**config.mk**
```make
export PLATFORM = sky130hd
export DESIGN_NAME = cmrro_core
export DESIGN_NICKNAME = d
export VERILOG_FILES = /design/src/pkg/cmrro_pkg.sv /design/src/hw/cmrro_decode.sv /design/src/hw/cmrro_core.sv
export SDC_FILE = /design/constraint.sdc
export NUM_CORES = 1
export LEC_CHECK = 0
export BUFFER_PORTS_ARGS = -buffer_cell sky130_fd_sc_hd__buf_2
export CORE_UTILIZATION = 58
export DETAILED_ROUTE_END_ITERATION = 12
export PLACE_DENSITY_LB_ADDON = 0.25
export SLEW_MARGIN = 30
export SYNTH_ARGS = -nofsm -noshare
export SYNTH_HDL_FRONTEND = slang
export SYNTH_SLANG_ARGS = --single-unit
```
**constraint.sdc**
```tcl
create_clock -name core_clk -period 5 [get_ports core_clk]
set_clock_uncertainty 0.05 [all_clocks]
set_input_delay 0.75 -clock core_clk [delete_from_list [all_inputs] [get_ports core_clk]]
set_output_delay 0.75 -clock core_clk [all_outputs]
set_load 0.01 [all_outputs]
```
**src/pkg/cmrro_pkg.sv**
```systemverilog
/*
 * cmrro_pkg: constants and carriers for the move/return/rotate executor.
 * assumes a 12-bit instruction word and an 8-bit data path.
 */
package cmrro_pkg;
    // ---------------------------------------------------------------
    // widths and encodings
    // ---------------------------------------------------------------
    localparam int          INSN_W       = 12;
    localparam int          DATA_W       = 8;
    localparam int          FADDR_W      = 5;
    localparam int          PC_W         = 11;
    localparam int          STACK_DEPTH  = 2;
    localparam logic [11:0] IDLE_WORD    = 12'h000;
    localparam logic [11:0] OPTION_WORD  = 12'h002;
    localparam logic [6:0]  STORE_TOP7   = 7'h01;   // word[11:5] of store
    localparam logic [3:0]  RETLIT_TOP4  = 4'h8;    // word[11:8] of return
    localparam logic [5:0]  ROTATE_TOP6  = 6'h0D;   // word[11:6] of rotate
    localparam int          DEST_BIT     = 5;
    localparam int          CARRY_BIT    = 0;
    localparam logic [10:0] PC_STEP      = 11'h001;
    localparam logic [7:0]  DATA_ZERO    = 8'h00;
    localparam logic [7:0]  OPTION_RESET = 8'hFF;

    // decoded operation, one-hot
    typedef enum logic [4:0] {
        CMRRO_OP_IDLE   = 5'h01,
        CMRRO_OP_STORE  = 5'h02,
        CMRRO_OP_OPTION = 5'h04,
        CMRRO_OP_RETLIT = 5'h08,
        CMRRO_OP_ROTATE = 5'h10
    } cmrro_op_t;

    // file register write request toward the register file
    typedef struct packed {
        logic                 wrEn;
        logic [FADDR_W-1:0]   addr;
        logic [DATA_W-1:0]    data;
    } cmrro_fwr_t;
endpackage : cmrro_pkg

```
**src/hw/cmrro_decode.sv**
```systemverilog
/*
 * cmrro_decode: combinational decoder of one instruction word.
 * assumes words outside the five handled ones are executed elsewhere.
 */
`timescale 1ns/1ps
module cmrro_decode
    import cmrro_pkg::*;
(
    // instruction in
    input  wire logic [INSN_W-1:0] insn,
    // decoded result
    output cmrro_op_t              op,
    output logic                   known
);
    // -----------------------------------------------------------------
    // pattern match
    // -----------------------------------------------------------------
    always_comb begin
        known = 1'b1;
        if (insn == IDLE_WORD) begin
            op = CMRRO_OP_IDLE;
        end else if (insn == OPTION_WORD) begin
            op = CMRRO_OP_OPTION;
        end else if (insn[11:5] == STORE_TOP7) begin
            op = CMRRO_OP_STORE;
        end else if (insn[11:8] == RETLIT_TOP4) begin
            op = CMRRO_OP_RETLIT;
        end else if (insn[11:6] == ROTATE_TOP6) begin
            op = CMRRO_OP_ROTATE;
        end else begin
            // foreign word: treated as idle here
            op    = CMRRO_OP_IDLE;
            known = 1'b0;
        end
    end
endmodule : cmrro_decode

```
**src/hw/cmrro_core.sv**
```systemverilog
/*
 * cmrro_core: executes store, idle, option load, literal return and
 * rotate-left-through-carry on one instruction word per cycle.
 * assumes the fetch unit supplies the word plus the addressed file
 * register value in the same cycle, and honours the flush output.
 */
// Operation
// (RULE1) store working register into addressed file
// (RULE2) option load copies working register, one cycle
// (RULE3) literal return loads literal into working
// (RULE4) literal return pops stack top into pc
// (RULE5) literal return two cycles, next fetch flushed
// (RULE6) rotate left through carry, status bit 0
// (RULE7) destination bit selects working or file
// (RULE8) idle word changes nothing, pc increments
`timescale 1ns/1ps
module cmrro_core
    import cmrro_pkg::*;
(
    // clock and reset
    input  wire logic              core_clk,
    input  wire logic              rst_b,
    // fetched instruction
    input  wire logic              insnValid,
    input  wire logic [INSN_W-1:0] insnWord,
    // file register read data for the addressed register
    input  wire logic [DATA_W-1:0] fileRdData,
    // call push from the fetch/call logic
    input  wire logic              pushEn,
    input  wire logic [PC_W-1:0]   pushAddr,
    // architectural state out
    output logic [DATA_W-1:0]      workReg,
    output logic [DATA_W-1:0]      optionReg,
    output logic                   carryFlag,
    output logic [PC_W-1:0]        progCnt,
    output cmrro_fwr_t             fileWr,
    output logic                   flushFetch
);
    // -----------------------------------------------------------------
    // state
    // -----------------------------------------------------------------
    typedef struct packed {
        logic [DATA_W-1:0] work;       // working register
        logic [DATA_W-1:0] option;     // option register
        logic              carry;      // status carry
        logic [PC_W-1:0]   pc;         // program counter
        logic [PC_W-1:0]   stk0;       // stack_top
        logic [PC_W-1:0]   stk1;       // second level
        cmrro_fwr_t        fwr;        // registered file write
        logic              flush;      // discard slot of return
    } cmrro_state_t;

    cmrro_state_t st_q;                // registered state
    cmrro_state_t st_d;                // next state
    cmrro_op_t    op;                  // decoded op
    logic         known;               // word is one of ours
    logic         exec;                // word executes this cycle

    // decoder instance
    cmrro_decode i_cmrro_decode (
        .insn  (insnWord),
        .op    (op),
        .known (known)
    );

    // discarded slot never executes
    assign exec = insnValid && !st_q.flush;

    // rotate helper: {new carry, result}
    function automatic logic [DATA_W:0] rotl(input logic [DATA_W-1:0] v, input logic c);
        rotl = {v, c};
    endfunction : rotl

    // -----------------------------------------------------------------
    // next state
    // -----------------------------------------------------------------
    // one copy of the state, filled from the decoded word
    always_comb begin
        logic [DATA_W:0] rot;
        rot            = rotl(fileRdData, st_q.carry);
        st_d           = st_q;
        st_d.fwr.wrEn  = 1'b0;
        st_d.flush     = 1'b0;
        // call push from the outside
        if (pushEn) begin
            st_d.stk1 = st_q.stk0;
            st_d.stk0 = pushAddr;
        end
        // executing word: default pc step, then per operation
        if (exec) begin
            st_d.pc = st_q.pc + PC_STEP;
            case (op)
                // (RULE8) idle no effect
                CMRRO_OP_IDLE: begin
                    st_d.pc = st_q.pc + PC_STEP;
                end
                // (RULE1) store working reg
                CMRRO_OP_STORE: begin
                    st_d.fwr.wrEn = 1'b1;
                    st_d.fwr.addr = insnWord[FADDR_W-1:0];
                    st_d.fwr.data = st_q.work;
                end
                // (RULE2) option load
                CMRRO_OP_OPTION: begin
                    st_d.option = st_q.work;
                end
                // (RULE3) (RULE4) (RULE5) literal return and pop
                // a push in the same cycle loses stk0 to the pop
                CMRRO_OP_RETLIT: begin
                    st_d.work  = insnWord[DATA_W-1:0];
                    st_d.pc    = st_q.stk0;
                    st_d.stk0  = st_q.stk1;
                    st_d.flush = 1'b1;
                end
                // (RULE6) (RULE7) rotate through carry
                CMRRO_OP_ROTATE: begin
                    st_d.carry = rot[DATA_W];
                    if (insnWord[DEST_BIT]) begin
                        st_d.fwr.wrEn = 1'b1;
                        st_d.fwr.addr = insnWord[FADDR_W-1:0];
                        st_d.fwr.data = rot[DATA_W-1:0];
                    end else begin
                        st_d.work = rot[DATA_W-1:0];
                    end
                end
                default: begin
                    st_d.pc = st_q.pc + PC_STEP;
                end
            endcase
        end else if (insnValid) begin
            // flushed slot holds the pc on the discarded fetch
            st_d.pc = st_q.pc;
        end
    end

    // -----------------------------------------------------------------
    // registers
    // -----------------------------------------------------------------
    // asynchronous clear to reset values, then register the copy
    always_ff @(posedge core_clk or negedge rst_b) begin
        if (!rst_b) begin
            st_q <= '{work: DATA_ZERO, option: OPTION_RESET, carry: 1'b0,
                      pc: '0, stk0: '0, stk1: '0,
                      fwr: '{wrEn: 1'b0, addr: '0, data: DATA_ZERO}, flush: 1'b0};
        end else begin
            st_q <= st_d;
        end
    end

    // outputs straight from flops
    assign workReg    = st_q.work;
    assign optionReg  = st_q.option;
    assign carryFlag  = st_q.carry;
    assign progCnt    = st_q.pc;
    assign fileWr     = st_q.fwr;
    assign flushFetch = st_q.flush;
endmodule : cmrro_core

```
==> metrics.json, run 1 <==
{
  "dp_hpwl": {"value": 4149, "unit": "um"},
  "cts_tree": {"value": "yes"},
  "worstSkewPairLatency": {"value": 0.33, "unit": "ns"},
  "rows": {"value": 27},
  "sw_frac_of_total": {"value": 28.59, "unit": "%"},
  "floorplan.initialDensity": {"value": 60.01, "unit": "%"},
  "place.port_buffers": {"value": 77},
  "num-fill-cells": {"value": 449},
  "rrSetupSlack": {"value": 2.71, "unit": "ns"},
  "netlist_top_cells_area": {"value": "sky130_fd_sc_hd__dfrtp_1 (43%), sky130_fd_sc_hd__mux2_2 (14%), sky130_fd_sc_hd__buf_4 (9.6%)"},
  "drv.max_cap_violation_count": {"value": 0},
  "critPathCapture": {"value": "workReg[3]"},
  "synthArstFlopShare": {"value": 100.0, "unit": "%"},
  "synth_warnings": {"value": 0},
  "worstReg2RegEnd": {"value": "workReg[3]"},
  "synth_seq_cells": {"value": 65},
  "period_utilization_post_route": {"value": 50.41, "unit": "%"},
  "timing.final.crit_period": {"value": 2.520, "unit": "ns"},
  "run_status": {"value": "finished clean"},
  "pwr-share-clk": {"value": 31.8, "unit": "%"},
  "routabilityCongestion": {"value": 0.8029},
  "setup_slack": {"value": 2.480, "unit": "ns"},
  "drt_iter0_markers": {"value": 119},
  "powerDensity": {"value": 398.9, "unit": "nW/um2"},
  "io-pin-count": {"value": 78},
  "post_cts.repair.setup_buffers": {"value": 0},
  "tightest_slew": {"value": 0.8267, "unit": "ns"},
  "clkTransAtPathRegs": {"value": 0.07, "unit": "ns"},
  "yosysSeqAreaShare": {"value": 49.83, "unit": "%"},
  "grt_pass1_vias": {"value": 2107},
  "number_of_enable_flip_flop_cells_after_synthesis": {"value": 0},
  "fmax": {"value": 396.8, "unit": "MHz"},
  "grt_util_met1": {"value": 33.86, "unit": "%"},
  "postRouteAntennaNets": {"value": 0},
  "critical_path_capture_point_type": {"value": "register"},
  "routed_via_density": {"value": 5.403},
  "groute.usage.overall": {"value": 22.62, "unit": "%"},
  "endpoints_failing_hold": {"value": 0},
  "syn_avg_cell_area": {"value": 11.52, "unit": "um2"},
  "rsz0062_at_grt": {"value": "false"},
  "synth_top_area_share": {"value": 43.43, "unit": "%"},
  "hold_path.startpoint": {"value": "st_q[15]"},
  "largest_net_degree_at_the_start_of_global_routing": {"value": 66},
  "detailroute.via_count": {"value": 2145},
  "cts.sink_count": {"value": 65},
  "critPathArrivalTime": {"value": 2.68, "unit": "ns"},
  "r2r.worst_path.cells": {"value": 4},
  "crit_path_start": {"value": "insnWord[8]"},
  "antennaDiodeCount": {"value": 0},
  "antenna_found_initial": {"value": 0},
  "ys_dominant_reg_cell": {"value": "sky130_fd_sc_hd__dfrtp_1"},
  "die_y": {"value": 77.25, "unit": "um"},
  "finalMaxSlewViolations": {"value": 0},
  "synthDominantAreaCellType": {"value": "sky130_fd_sc_hd__dfrtp_1"},
  "worstSetupPathType": {"value": "in2reg"},
  "detailedRoute.firstPassIterationCount": {"value": 4},
  "switchingPower": {"value": 0.0004102, "unit": "W"},
  "cts-root-buf": {"value": "sky130_fd_sc_hd__clkbuf_8"},
  "routed_wirelength_normalized_by_instance_count": {"value": 15.27, "unit": "um"},
  "area_delta_synth_final": {"value": 9.524, "unit": "%"},
  "synth.net_count": {"value": 321},
  "die_w": {"value": 77.25, "unit": "um"},
  "share_comb_of_total_power": {"value": 19.4, "unit": "%"},
  "vdd_drop_max": {"value": 0.2185, "unit": "mV"},
  "grt_overflow_total": {"value": 0},
  "gr_peak_layer": {"value": "met1"},
  "internal_power_summed_over_all_cells": {"value": 0.001025, "unit": "W"},
  "setup_viol": {"value": 0},
  "grt_use_met2": {"value": 30.88, "unit": "%"},
  "synth.lib_cells_used.distinct": {"value": 39},
  "worst_slew_margin_rel": {"value": 44.43, "unit": "%"},
  "post_syn_area": {"value": 3284, "unit": "um2"},
  "cts_hold_buf": {"value": 0},
  "ctsResizeCount": {"value": 0},
  "drc": {"value": 0},
  "core_area": {"value": 5473, "unit": "um2"},
  "cts_inserted_buffers": {"value": 9},
  "r2r_start": {"value": "flushFetch"},
  "hold_path_class": {"value": "reg2reg"},
  "dpl_worst_slack": {"value": 2.125, "unit": "ns"},
  "synth_top_cells_by_count": {"value": "sky130_fd_sc_hd__dfrtp_1 (57), sky130_fd_sc_hd__buf_4 (42), sky130_fd_sc_hd__mux2_2 (40)"},
  "post_synth_inst_count": {"value": 285},
  "critical_path.max_fanout": {"value": 37},
  "relative_contribution_of_sequential_cells_to_total_power": {"value": 48.8, "unit": "%"},
  "htree_num_levels": {"value": 3},
  "post-synth-top-count-cell": {"value": "sky130_fd_sc_hd__dfrtp_1"},
  "grt_first_pass_wirelength": {"value": 10220, "unit": "um"},
  "fin_tns_setup": {"value": 0, "unit": "ns"},
  "cp_data_required_time": {"value": 5.16, "unit": "ns"},
  "wirelength": {"value": 6063, "unit": "um"},
  "cts_buffer_depth": {"value": 2},
  "start_kind": {"value": "input pin"},
  "die_area": {"value": 5968, "unit": "um2"},
  "num-nets-final": {"value": 356},
  "gr-usage-met3": {"value": 4.881, "unit": "%"},
  "post_route_cells_drive_above_1_share": {"value": 44.62, "unit": "%"},
  "leakage": {"value": 1.674, "unit": "nW"}
}
## power by group through the flow
| stage | logic, W | clock network, W | registers, W |
|---|---|---|---|
| floorplan | 0.000259 | 0 | 0.000688 |
| global placement | 0.000274 | 0 | 0.000706 |
| detailed placement | 0.000280 | 0 | 0.000709 |
| CTS | 0.000282 | 0.000466 | 0.000700 |
| global route | 0.000310 | 0.000484 | 0.000716 |
| finish | 0.000279 | 0.000456 | 0.000701 |
## per-layer routing
layer  vias up  share of wire [%]
li1       1049                  -
met1      1021                 51
met2        65                 43
met3        10                4.6
met4         0                1.8
met5         -                  0
## worst max-delay path: stages
cell and delay [ns]:
sky130_fd_sc_hd__buf_2 0.13, sky130_fd_sc_hd__or4b_1 0.69, sky130_fd_sc_hd__nor2_8 0.39, sky130_fd_sc_hd__a21o_1 0.34, sky130_fd_sc_hd__mux2_2 0.38
## state kept, by name (all words and copies together), names as in the netlist
signal	flops
carryFlag	1
fileWr	14
flushFetch	1
optionReg	8
progCnt	11
st_q	22
workReg	8
## layout make-up
cell class              count  area, um2  area share, %
clock buffers              14      172.7          4.800
clock inverters             2      35.03         0.9739
inverters                   3      11.26         0.3130
multi-input cells         162       1251          34.78
flip-flops and latches     65       1637          45.50
well taps                  72      90.09          2.504
repair buffers             79      400.4          11.13
## layout by cell type, fill, tap and decap left out, types with 6 or more instances in the layout
cell and count:
sky130_fd_sc_hd__buf_2 77, sky130_fd_sc_hd__dfrtp_1 57, sky130_fd_sc_hd__mux2_2 40, sky130_fd_sc_hd__nand2_1 23, sky130_fd_sc_hd__o21ai_0 20, sky130_fd_sc_hd__clkbuf_8 12, sky130_fd_sc_hd__mux2i_1 11, sky130_fd_sc_hd__dfstp_2 8
sky130_fd_sc_hd__a32oi_1 7, sky130_fd_sc_hd__o2bb2ai_1 7, sky130_fd_sc_hd__nand3_1 6, sky130_fd_sc_hd__a21oi_1 6, sky130_fd_sc_hd__xnor2_1 6
## per-stage QoR
stage | utilization [%] | total power, W | area (um2) | cells | hold slack, ns
floorplan | - | 0.0009477 | 3284 | 285 | 0.3960
CTS | 65.73 | 0.001448 | 3597 | 397 | 0.4338
finish | 65.73 | 0.001435 | 3597 | 397 | 0.4278
global route | 65.73 | 0.001510 | 3597 | 397 | 0.4470
detailed placement | 61.93 | 0.0009894 | 3390 | 381 | 0.4171
global placement | 61.93 | 0.0009801 | 3390 | 381 | 0.4010
## worst min-delay path by stage
| stage | to | slack [ns] | cells after the start |
|---|---|---|---|
| floorplan | carryFlag | 0.40 | 0 |
| global placement | st_q[26] | 0.40 | 2 |
| detailed placement | st_q[31] | 0.42 | 2 |
| CTS | st_q[32] | 0.43 | 2 |
| global route | fileWr[2] | 0.45 | 1 |
| finish | st_q[26] | 0.43 | 2 |
## cells by family after synthesis
family | synth area share, %
mux | 17.07
compound gates | 10.06
xor+xnor | 1.600
simple gates | 8.991
flops | 49.83
fa+ha+maj | 0.3809
buf+inv | 12.08
Note: power is estimated with default switching activity, not from simulation.
==> run 2, diff against run 1 <==
--- a/config.mk
+++ b/config.mk
@@ -6,7 +6,7 @@
 export NUM_CORES = 1
 export LEC_CHECK = 0
 export BUFFER_PORTS_ARGS = -buffer_cell sky130_fd_sc_hd__buf_2
-export CORE_UTILIZATION = 58
+export CORE_UTILIZATION = 54
 export DETAILED_ROUTE_END_ITERATION = 12
 export PLACE_DENSITY_LB_ADDON = 0.25
 export SLEW_MARGIN = 30
==> constraint.sdc (replaced) <==
create_clock -name core_clk -period 2.5 [get_ports core_clk]
set_clock_uncertainty 0.05 [all_clocks]
set_input_delay 0.375 -clock core_clk [delete_from_list [all_inputs] [get_ports core_clk]]
set_output_delay 0.375 -clock core_clk [all_outputs]
set_load 0.01 [all_outputs]
==> metrics.json, run 2 (synthesis results as in run 1) <==
{
  "num-fill-cells": {"value": 503},
  "fin_total_pwr": {"value": 0.002775, "unit": "W"},
  "rows": {"value": 28},
  "antenna_found_initial": {"value": 0},
  "antennaDiodeCount": {"value": 0},
  "drc": {"value": 0},
  "vdd_drop_max": {"value": 0.4958, "unit": "mV"},
  "worstSkewPairLatency": {"value": 0.34, "unit": "ns"},
  "die_y": {"value": 79.99, "unit": "um"},
  "commonest_non_fill_non_tap_cells_in_the_layout": {"value": "sky130_fd_sc_hd__buf_2 (77), sky130_fd_sc_hd__dfrtp_1 (57), sky130_fd_sc_hd__mux2_2 (40)"},
  "cp_data_required_time": {"value": 2.66, "unit": "ns"},
  "cts_buffer_depth": {"value": 2},
  "cts.sink_count": {"value": 65},
  "fmax": {"value": 503.8, "unit": "MHz"},
  "post_route_cells_drive_above_1_share": {"value": 46.39, "unit": "%"},
  "run_status": {"value": "finished clean"},
  "cts_tree": {"value": "yes"},
  "num-nets-final": {"value": 363},
  "grt_pass1_vias": {"value": 2092},
  "grt_first_pass_wirelength": {"value": 10310, "unit": "um"},
  "timing.final.crit_period": {"value": 1.985, "unit": "ns"},
  "routed_via_density": {"value": 5.521},
  "commonest_non_fill_non_tap_cell_in_the_layout": {"value": "sky130_fd_sc_hd__buf_2"},
  "cts_hold_buf": {"value": 0},
  "clkTransAtPathRegs": {"value": 0.07, "unit": "ns"},
  "hold_path_class": {"value": "in2async"},
  "detailedRoute.firstPassIterationCount": {"value": 4},
  "seq_area": {"value": 1637, "unit": "um2"},
  "htree_num_levels": {"value": 3},
  "cts_inserted_buffers": {"value": 9},
  "drt_iter0_markers": {"value": 93},
  "postRouteAntennaNets": {"value": 0},
  "wirelength": {"value": 6363, "unit": "um"},
  "finalMaxSlewViolations": {"value": 0},
  "core_area": {"value": 5886, "unit": "um2"},
  "setup_viol": {"value": 0},
  "worstSetupPathType": {"value": "reg2reg"},
  "critical_path_capture_point_type": {"value": "register"},
  "endpoints_failing_hold": {"value": 0},
  "worst_slew_margin_rel": {"value": 55.83, "unit": "%"},
  "groute.usage.overall": {"value": 21.67, "unit": "%"},
  "period_utilization_post_route": {"value": 79.39, "unit": "%"},
  "largest_register_by_flop_count": {"value": "st_q"},
  "fin_tns_setup": {"value": 0, "unit": "ns"},
  "leakage": {"value": 1.699, "unit": "nW"},
  "powerDensity": {"value": 762.5, "unit": "nW/um2"},
  "die_area": {"value": 6398, "unit": "um2"},
  "rsz0062_at_grt": {"value": "false"},
  "cts-root-buf": {"value": "sky130_fd_sc_hd__clkbuf_8"},
  "grt_overflow_total": {"value": 0},
  "post_cts.repair.setup_buffers": {"value": 0},
  "floorplan.initialDensity": {"value": 55.80, "unit": "%"},
  "drv.max_cap_violation_count": {"value": 0},
  "critPathArrivalTime": {"value": 2.15, "unit": "ns"},
  "largest_net_degree_at_the_start_of_global_routing": {"value": 39},
  "place.port_buffers": {"value": 77},
  "die_w": {"value": 79.99, "unit": "um"},
  "area_delta_synth_final": {"value": 10.82, "unit": "%"},
  "detailroute.via_count": {"value": 2247},
  "largest_register_ffs": {"value": 22},
  "routed_wirelength_normalized_by_instance_count": {"value": 15.63, "unit": "um"},
  "critical_path.max_fanout": {"value": 13},
  "ctsResizeCount": {"value": 0},
  "io-pin-count": {"value": 78},
  "start_kind": {"value": "register"},
  "routabilityCongestion": {"value": 0.9292},
  "dp_hpwl": {"value": 4698, "unit": "um"},
  "multi_input_area": {"value": 1251, "unit": "um2"},
  "tightest_slew": {"value": 0.6626, "unit": "ns"}
}
==> run 2: stage by stage <==
step | setup WS, ns | std cells | cell area [um2] | hold WS, ns | utilization [%]
floorplan | 0.5925 | 285 | 3284 | 0.02941 | -
global placement | 0.3162 | 391 | 3458 | 0.3827 | 58.76
detailed placement | 0.2680 | 391 | 3458 | 0.3936 | 58.76
CTS | 0.5049 | 407 | 3640 | 0.02601 | 61.84
global route | 0.4098 | 407 | 3640 | 0.05801 | 61.84
finish | 0.5152 | 407 | 3640 | 0.01467 | 61.84
==> run 2: metal layers <==
layer	part of all wire, %	wire length (um)	GRT usage (%)	up-vias
li1	-	-	-	1066
met5	0	0	0	-
met3	5.9	373	7.086	4
met4	0.72	46	6.250	0
met2	45	2838	31.45	65
met1	49	3106	30.85	1112
==> run 2: worst paths after layout <==
path / endpoint / cells after the start / slack (ns) / startpoint
worst min register to register: st_q[27] / 2 / 0.43 / st_q[16]
worst max register to register: workReg[1] / 5 / 0.52 / flushFetch
worst min-delay path: progCnt[6] / 1 / 0.01 / rst_b
min in group core_clk: carryFlag / 2 / 0.22 / fileRdData[7]
worst max-delay path: workReg[1] / 5 / 0.52 / flushFetch
max in group asynchronous: optionReg[0] / 2 / 1.69 / rst_b
==> run 2: final cells by class <==
type,instances,share of cell area (%)
repair buffers,86,12.79
clock inverters,5,0.8250
inverters,3,0.3094
clock buffers,11,4.160
well taps,75,2.578
multi-input cells,162,34.38
flip-flops and latches,65,44.96
==> run 2: worst max-delay path, stage by stage (launching register included) <==
cell and delay, ns:
sky130_fd_sc_hd__dfrtp_1 0.39, sky130_fd_sc_hd__nand2b_1 0.38, sky130_fd_sc_hd__buf_4 0.29, sky130_fd_sc_hd__nor2_8 0.10
sky130_fd_sc_hd__a21o_1 0.28, sky130_fd_sc_hd__mux2_2 0.38
==> run 2: report_power, final <==
group | switching [W] | total (W) | internal, W
clock | 0.000393 | 0.000801 | 0.000408
combinational | 0.000287 | 0.000565 | 0.000278
sequential | 0.000174 | 0.00141 | 0.00123
total | 0.000854 | 0.00278 | 0.00192
==> run 3, diff against run 2 <==
--- a/config.mk
+++ b/config.mk
@@ -5,8 +5,9 @@
 export SDC_FILE = /design/constraint.sdc
 export NUM_CORES = 1
 export LEC_CHECK = 0
+export ABC_AREA = 1
 export BUFFER_PORTS_ARGS = -buffer_cell sky130_fd_sc_hd__buf_2
-export CORE_UTILIZATION = 54
+export CORE_UTILIZATION = 55
 export DETAILED_ROUTE_END_ITERATION = 12
 export PLACE_DENSITY_LB_ADDON = 0.25
 export SLEW_MARGIN = 30
==> constraint.sdc (replaced) <==
create_clock -name core_clk -period 1.9 [get_ports core_clk]
set_clock_uncertainty 0.05 [all_clocks]
set_input_delay 0.285 -clock core_clk [delete_from_list [all_inputs] [get_ports core_clk]]
set_output_delay 0.285 -clock core_clk [all_outputs]
set_load 0.01 [all_outputs]
==> metrics.json, run 3 <==
{
  "worst_slew_margin_rel": {"value": 58.19, "unit": "%"},
  "clkTransAtPathRegs": {"value": 0.07, "unit": "ns"},
  "die_area": {"value": 6912, "unit": "um2"},
  "die_y": {"value": 83.14, "unit": "um"},
  "tightest_slew": {"value": 0.6272, "unit": "ns"},
  "worstSetupPathType": {"value": "reg2reg"},
  "cts-root-buf": {"value": "sky130_fd_sc_hd__clkbuf_8"},
  "commonest_non_fill_non_tap_cells_in_the_layout": {"value": "sky130_fd_sc_hd__nand2_1 (131), sky130_fd_sc_hd__buf_2 (77), sky130_fd_sc_hd__dfrtp_1 (57)"},
  "fin_tns_setup": {"value": 0, "unit": "ns"},
  "grt_first_pass_wirelength": {"value": 12500, "unit": "um"},
  "run_status": {"value": "finished clean"},
  "start_kind": {"value": "register"},
  "finalMaxSlewViolations": {"value": 0},
  "largest_net_degree_at_the_start_of_global_routing": {"value": 45},
  "synth_warnings": {"value": 0},
  "place.port_buffers": {"value": 77},
  "synth.lib_cells_used.distinct": {"value": 29},
  "detailroute.via_count": {"value": 3006},
  "postRouteAntennaNets": {"value": 0},
  "routed_via_density": {"value": 5.219},
  "drt_iter0_markers": {"value": 109},
  "critical_path.max_fanout": {"value": 28},
  "endpoints_failing_hold": {"value": 0},
  "multi_input_area": {"value": 1384, "unit": "um2"},
  "worstSkewPairLatency": {"value": 0.35, "unit": "ns"},
  "number_of_enable_flip_flop_cells_after_synthesis": {"value": 0},
  "routed_wirelength_normalized_by_instance_count": {"value": 13.03, "unit": "um"},
  "detailedRoute.firstPassIterationCount": {"value": 4},
  "setup_viol": {"value": 0},
  "post_route_cells_drive_above_1_share": {"value": 24.05, "unit": "%"},
  "cp_data_required_time": {"value": 2.11, "unit": "ns"},
  "die_w": {"value": 83.14, "unit": "um"},
  "ys_dominant_reg_cell": {"value": "sky130_fd_sc_hd__dfrtp_1"},
  "fmax": {"value": 625.9, "unit": "MHz"},
  "core_area": {"value": 6350, "unit": "um2"},
  "vdd_drop_max": {"value": 0.5739, "unit": "mV"},
  "cts_tree": {"value": "yes"},
  "antenna_found_initial": {"value": 0},
  "synthArstFlopShare": {"value": 100.0, "unit": "%"},
  "rows": {"value": 29},
  "grt_overflow_total": {"value": 0},
  "netlist_top_cells_area": {"value": "sky130_fd_sc_hd__dfrtp_1 (39%), sky130_fd_sc_hd__nand2_1 (14%), sky130_fd_sc_hd__buf_4 (9.1%)"},
  "setup_slack": {"value": 0.3022, "unit": "ns"},
  "fin_total_pwr": {"value": 0.003811, "unit": "W"},
  "yosysSeqAreaShare": {"value": 45.20, "unit": "%"},
  "dp_hpwl": {"value": 5525, "unit": "um"},
  "period_utilization_post_route": {"value": 84.09, "unit": "%"},
  "post_synth_inst_count": {"value": 459},
  "ctsResizeCount": {"value": 0},
  "commonest_non_fill_non_tap_cell_in_the_layout": {"value": "sky130_fd_sc_hd__nand2_1"},
  "leakage": {"value": 2.151, "unit": "nW"},
  "timing.final.crit_period": {"value": 1.598, "unit": "ns"},
  "cts_buffer_depth": {"value": 2},
  "antennaDiodeCount": {"value": 0},
  "groute.usage.overall": {"value": 23.03, "unit": "%"},
  "num-nets-final": {"value": 530},
  "io-pin-count": {"value": 78},
  "synthDominantAreaCellType": {"value": "sky130_fd_sc_hd__dfrtp_1"},
  "synth_top_area_share": {"value": 39.39, "unit": "%"},
  "powerDensity": {"value": 953.9, "unit": "nW/um2"},
  "dpl_worst_slack": {"value": 0.2423, "unit": "ns"},
  "synth_seq_cells": {"value": 65},
  "final_core_density": {"value": 62.92, "unit": "%"},
  "critical_path_capture_point_type": {"value": "register"},
  "cts.sink_count": {"value": 65},
  "drv.max_cap_violation_count": {"value": 0},
  "cts_inserted_buffers": {"value": 9},
  "largest_register_by_flop_count": {"value": "st_q"},
  "syn_avg_cell_area": {"value": 7.889, "unit": "um2"},
  "largest_register_ffs": {"value": 22},
  "num-fill-cells": {"value": 574},
  "floorplan.initialDensity": {"value": 57.02, "unit": "%"},
  "post-synth-top-count-cell": {"value": "sky130_fd_sc_hd__nand2_1"},
  "critPathArrivalTime": {"value": 1.81, "unit": "ns"},
  "wirelength": {"value": 7503, "unit": "um"},
  "fin_hold_ws": {"value": 0.1214, "unit": "ns"},
  "area_delta_synth_final": {"value": 10.33, "unit": "%"},
  "synth_top_cells_by_count": {"value": "sky130_fd_sc_hd__nand2_1 (131), sky130_fd_sc_hd__dfrtp_1 (57), sky130_fd_sc_hd__inv_1 (48)"},
  "seq_area": {"value": 1637, "unit": "um2"},
  "htree_num_levels": {"value": 3},
  "routabilityCongestion": {"value": 0.8237},
  "hold_path_class": {"value": "in2reg"},
  "drc": {"value": 0},
  "grt_pass1_vias": {"value": 2759},
  "rsz0062_at_grt": {"value": "false"},
  "post_syn_area": {"value": 3621, "unit": "um2"},
  "synth.net_count": {"value": 495}
}
run 3: cell count changes after synthesis, sizes merged, moves of 6 or more:
cell / change
a22oi: +6
a32oi: -7
inv: +46
mux2: -40
mux2i: -11
nand2: +113
nand3: +37
nand3b: +9
nand4: +7
nor2: +11
o211ai: +10
o21ai: +22
o2bb2ai: -7
xnor2: -6
run 3: logic make-up after synthesis:
| group | Yosys count | synth area share, % |
|---|---|---|
| xor+xnor | 2 | 0.4838 |
| compound gates | 65 | 10.19 |
| simple gates | 215 | 27.13 |
| buf+inv | 111 | 16.65 |
| fa+ha+maj | 1 | 0.3455 |
| flops | 65 | 45.20 |
run 3: layer usage:
layer	vias to the layer above	GRT usage [%]	share of wire (%)
li1	1501	-	-
met1	1407	28.21	43
met2	81	38.00	49
met3	17	5.169	4.8
met4	0	12.23	2.8
met5	-	0	0
run 3: area by class of cell:
class | instances | area share, %
clock buffer | 15 | 4.917
clock inverter | 1 | 0.7516
inverter | 49 | 4.604
multi-input combinational | 283 | 34.64
sequential | 65 | 40.96
tap | 77 | 2.412
timing repair buffer | 86 | 11.71
run 3: worst paths after layout:
check / startpoint / end / slack, ns / depth (start not counted)
min in group asynchronous: rst_b / workReg[4] / 0.39 / 2
worst min-delay path: fileRdData[7] / carryFlag / 0.12 / 3
worst max register to register: flushFetch / workReg[4] / 0.30 / 6
worst min register to register: fileWr[9] / fileWr[9] / 0.42 / 2
max in group asynchronous: rst_b / fileWr[0] / 0.77 / 3
worst max-delay path: flushFetch / workReg[4] / 0.30 / 6
run 3: worst max-delay path, stage by stage, from the launching register on:
cell	delay, ns
sky130_fd_sc_hd__dfrtp_1	0.39
sky130_fd_sc_hd__nor2_2	0.16
sky130_fd_sc_hd__buf_4	0.33
sky130_fd_sc_hd__nand4_1	0.18
sky130_fd_sc_hd__nand2_2	0.23
sky130_fd_sc_hd__nand2_1	0.08
sky130_fd_sc_hd__o21ai_0	0.09
run 3: through the flow:
stage          area, um2  std cells
6_report            3995        576
5_1_grt             3995        576
4_1_cts             3995        576
3_5_place_dp        3759        559
3_3_place_gp        3759        559
2_1_floorplan       3621        459
run 3: repair_timing:
| item | in CTS | in global routing |
|---|---|---|
| buffers inserted | 0 | 0 |
| hold buffers | 1 | 0 |
| endpoints found under the setup margin | 0 | 0 |
| endpoints found under the hold margin | 16 | 0 |
run 3: power breakdown:
group          switching [W]  internal, W  leakage, nW
combinational       0.000430     0.000298         1.25
clock               0.000507     0.000786        0.116
sequential          0.000212      0.00158        0.790
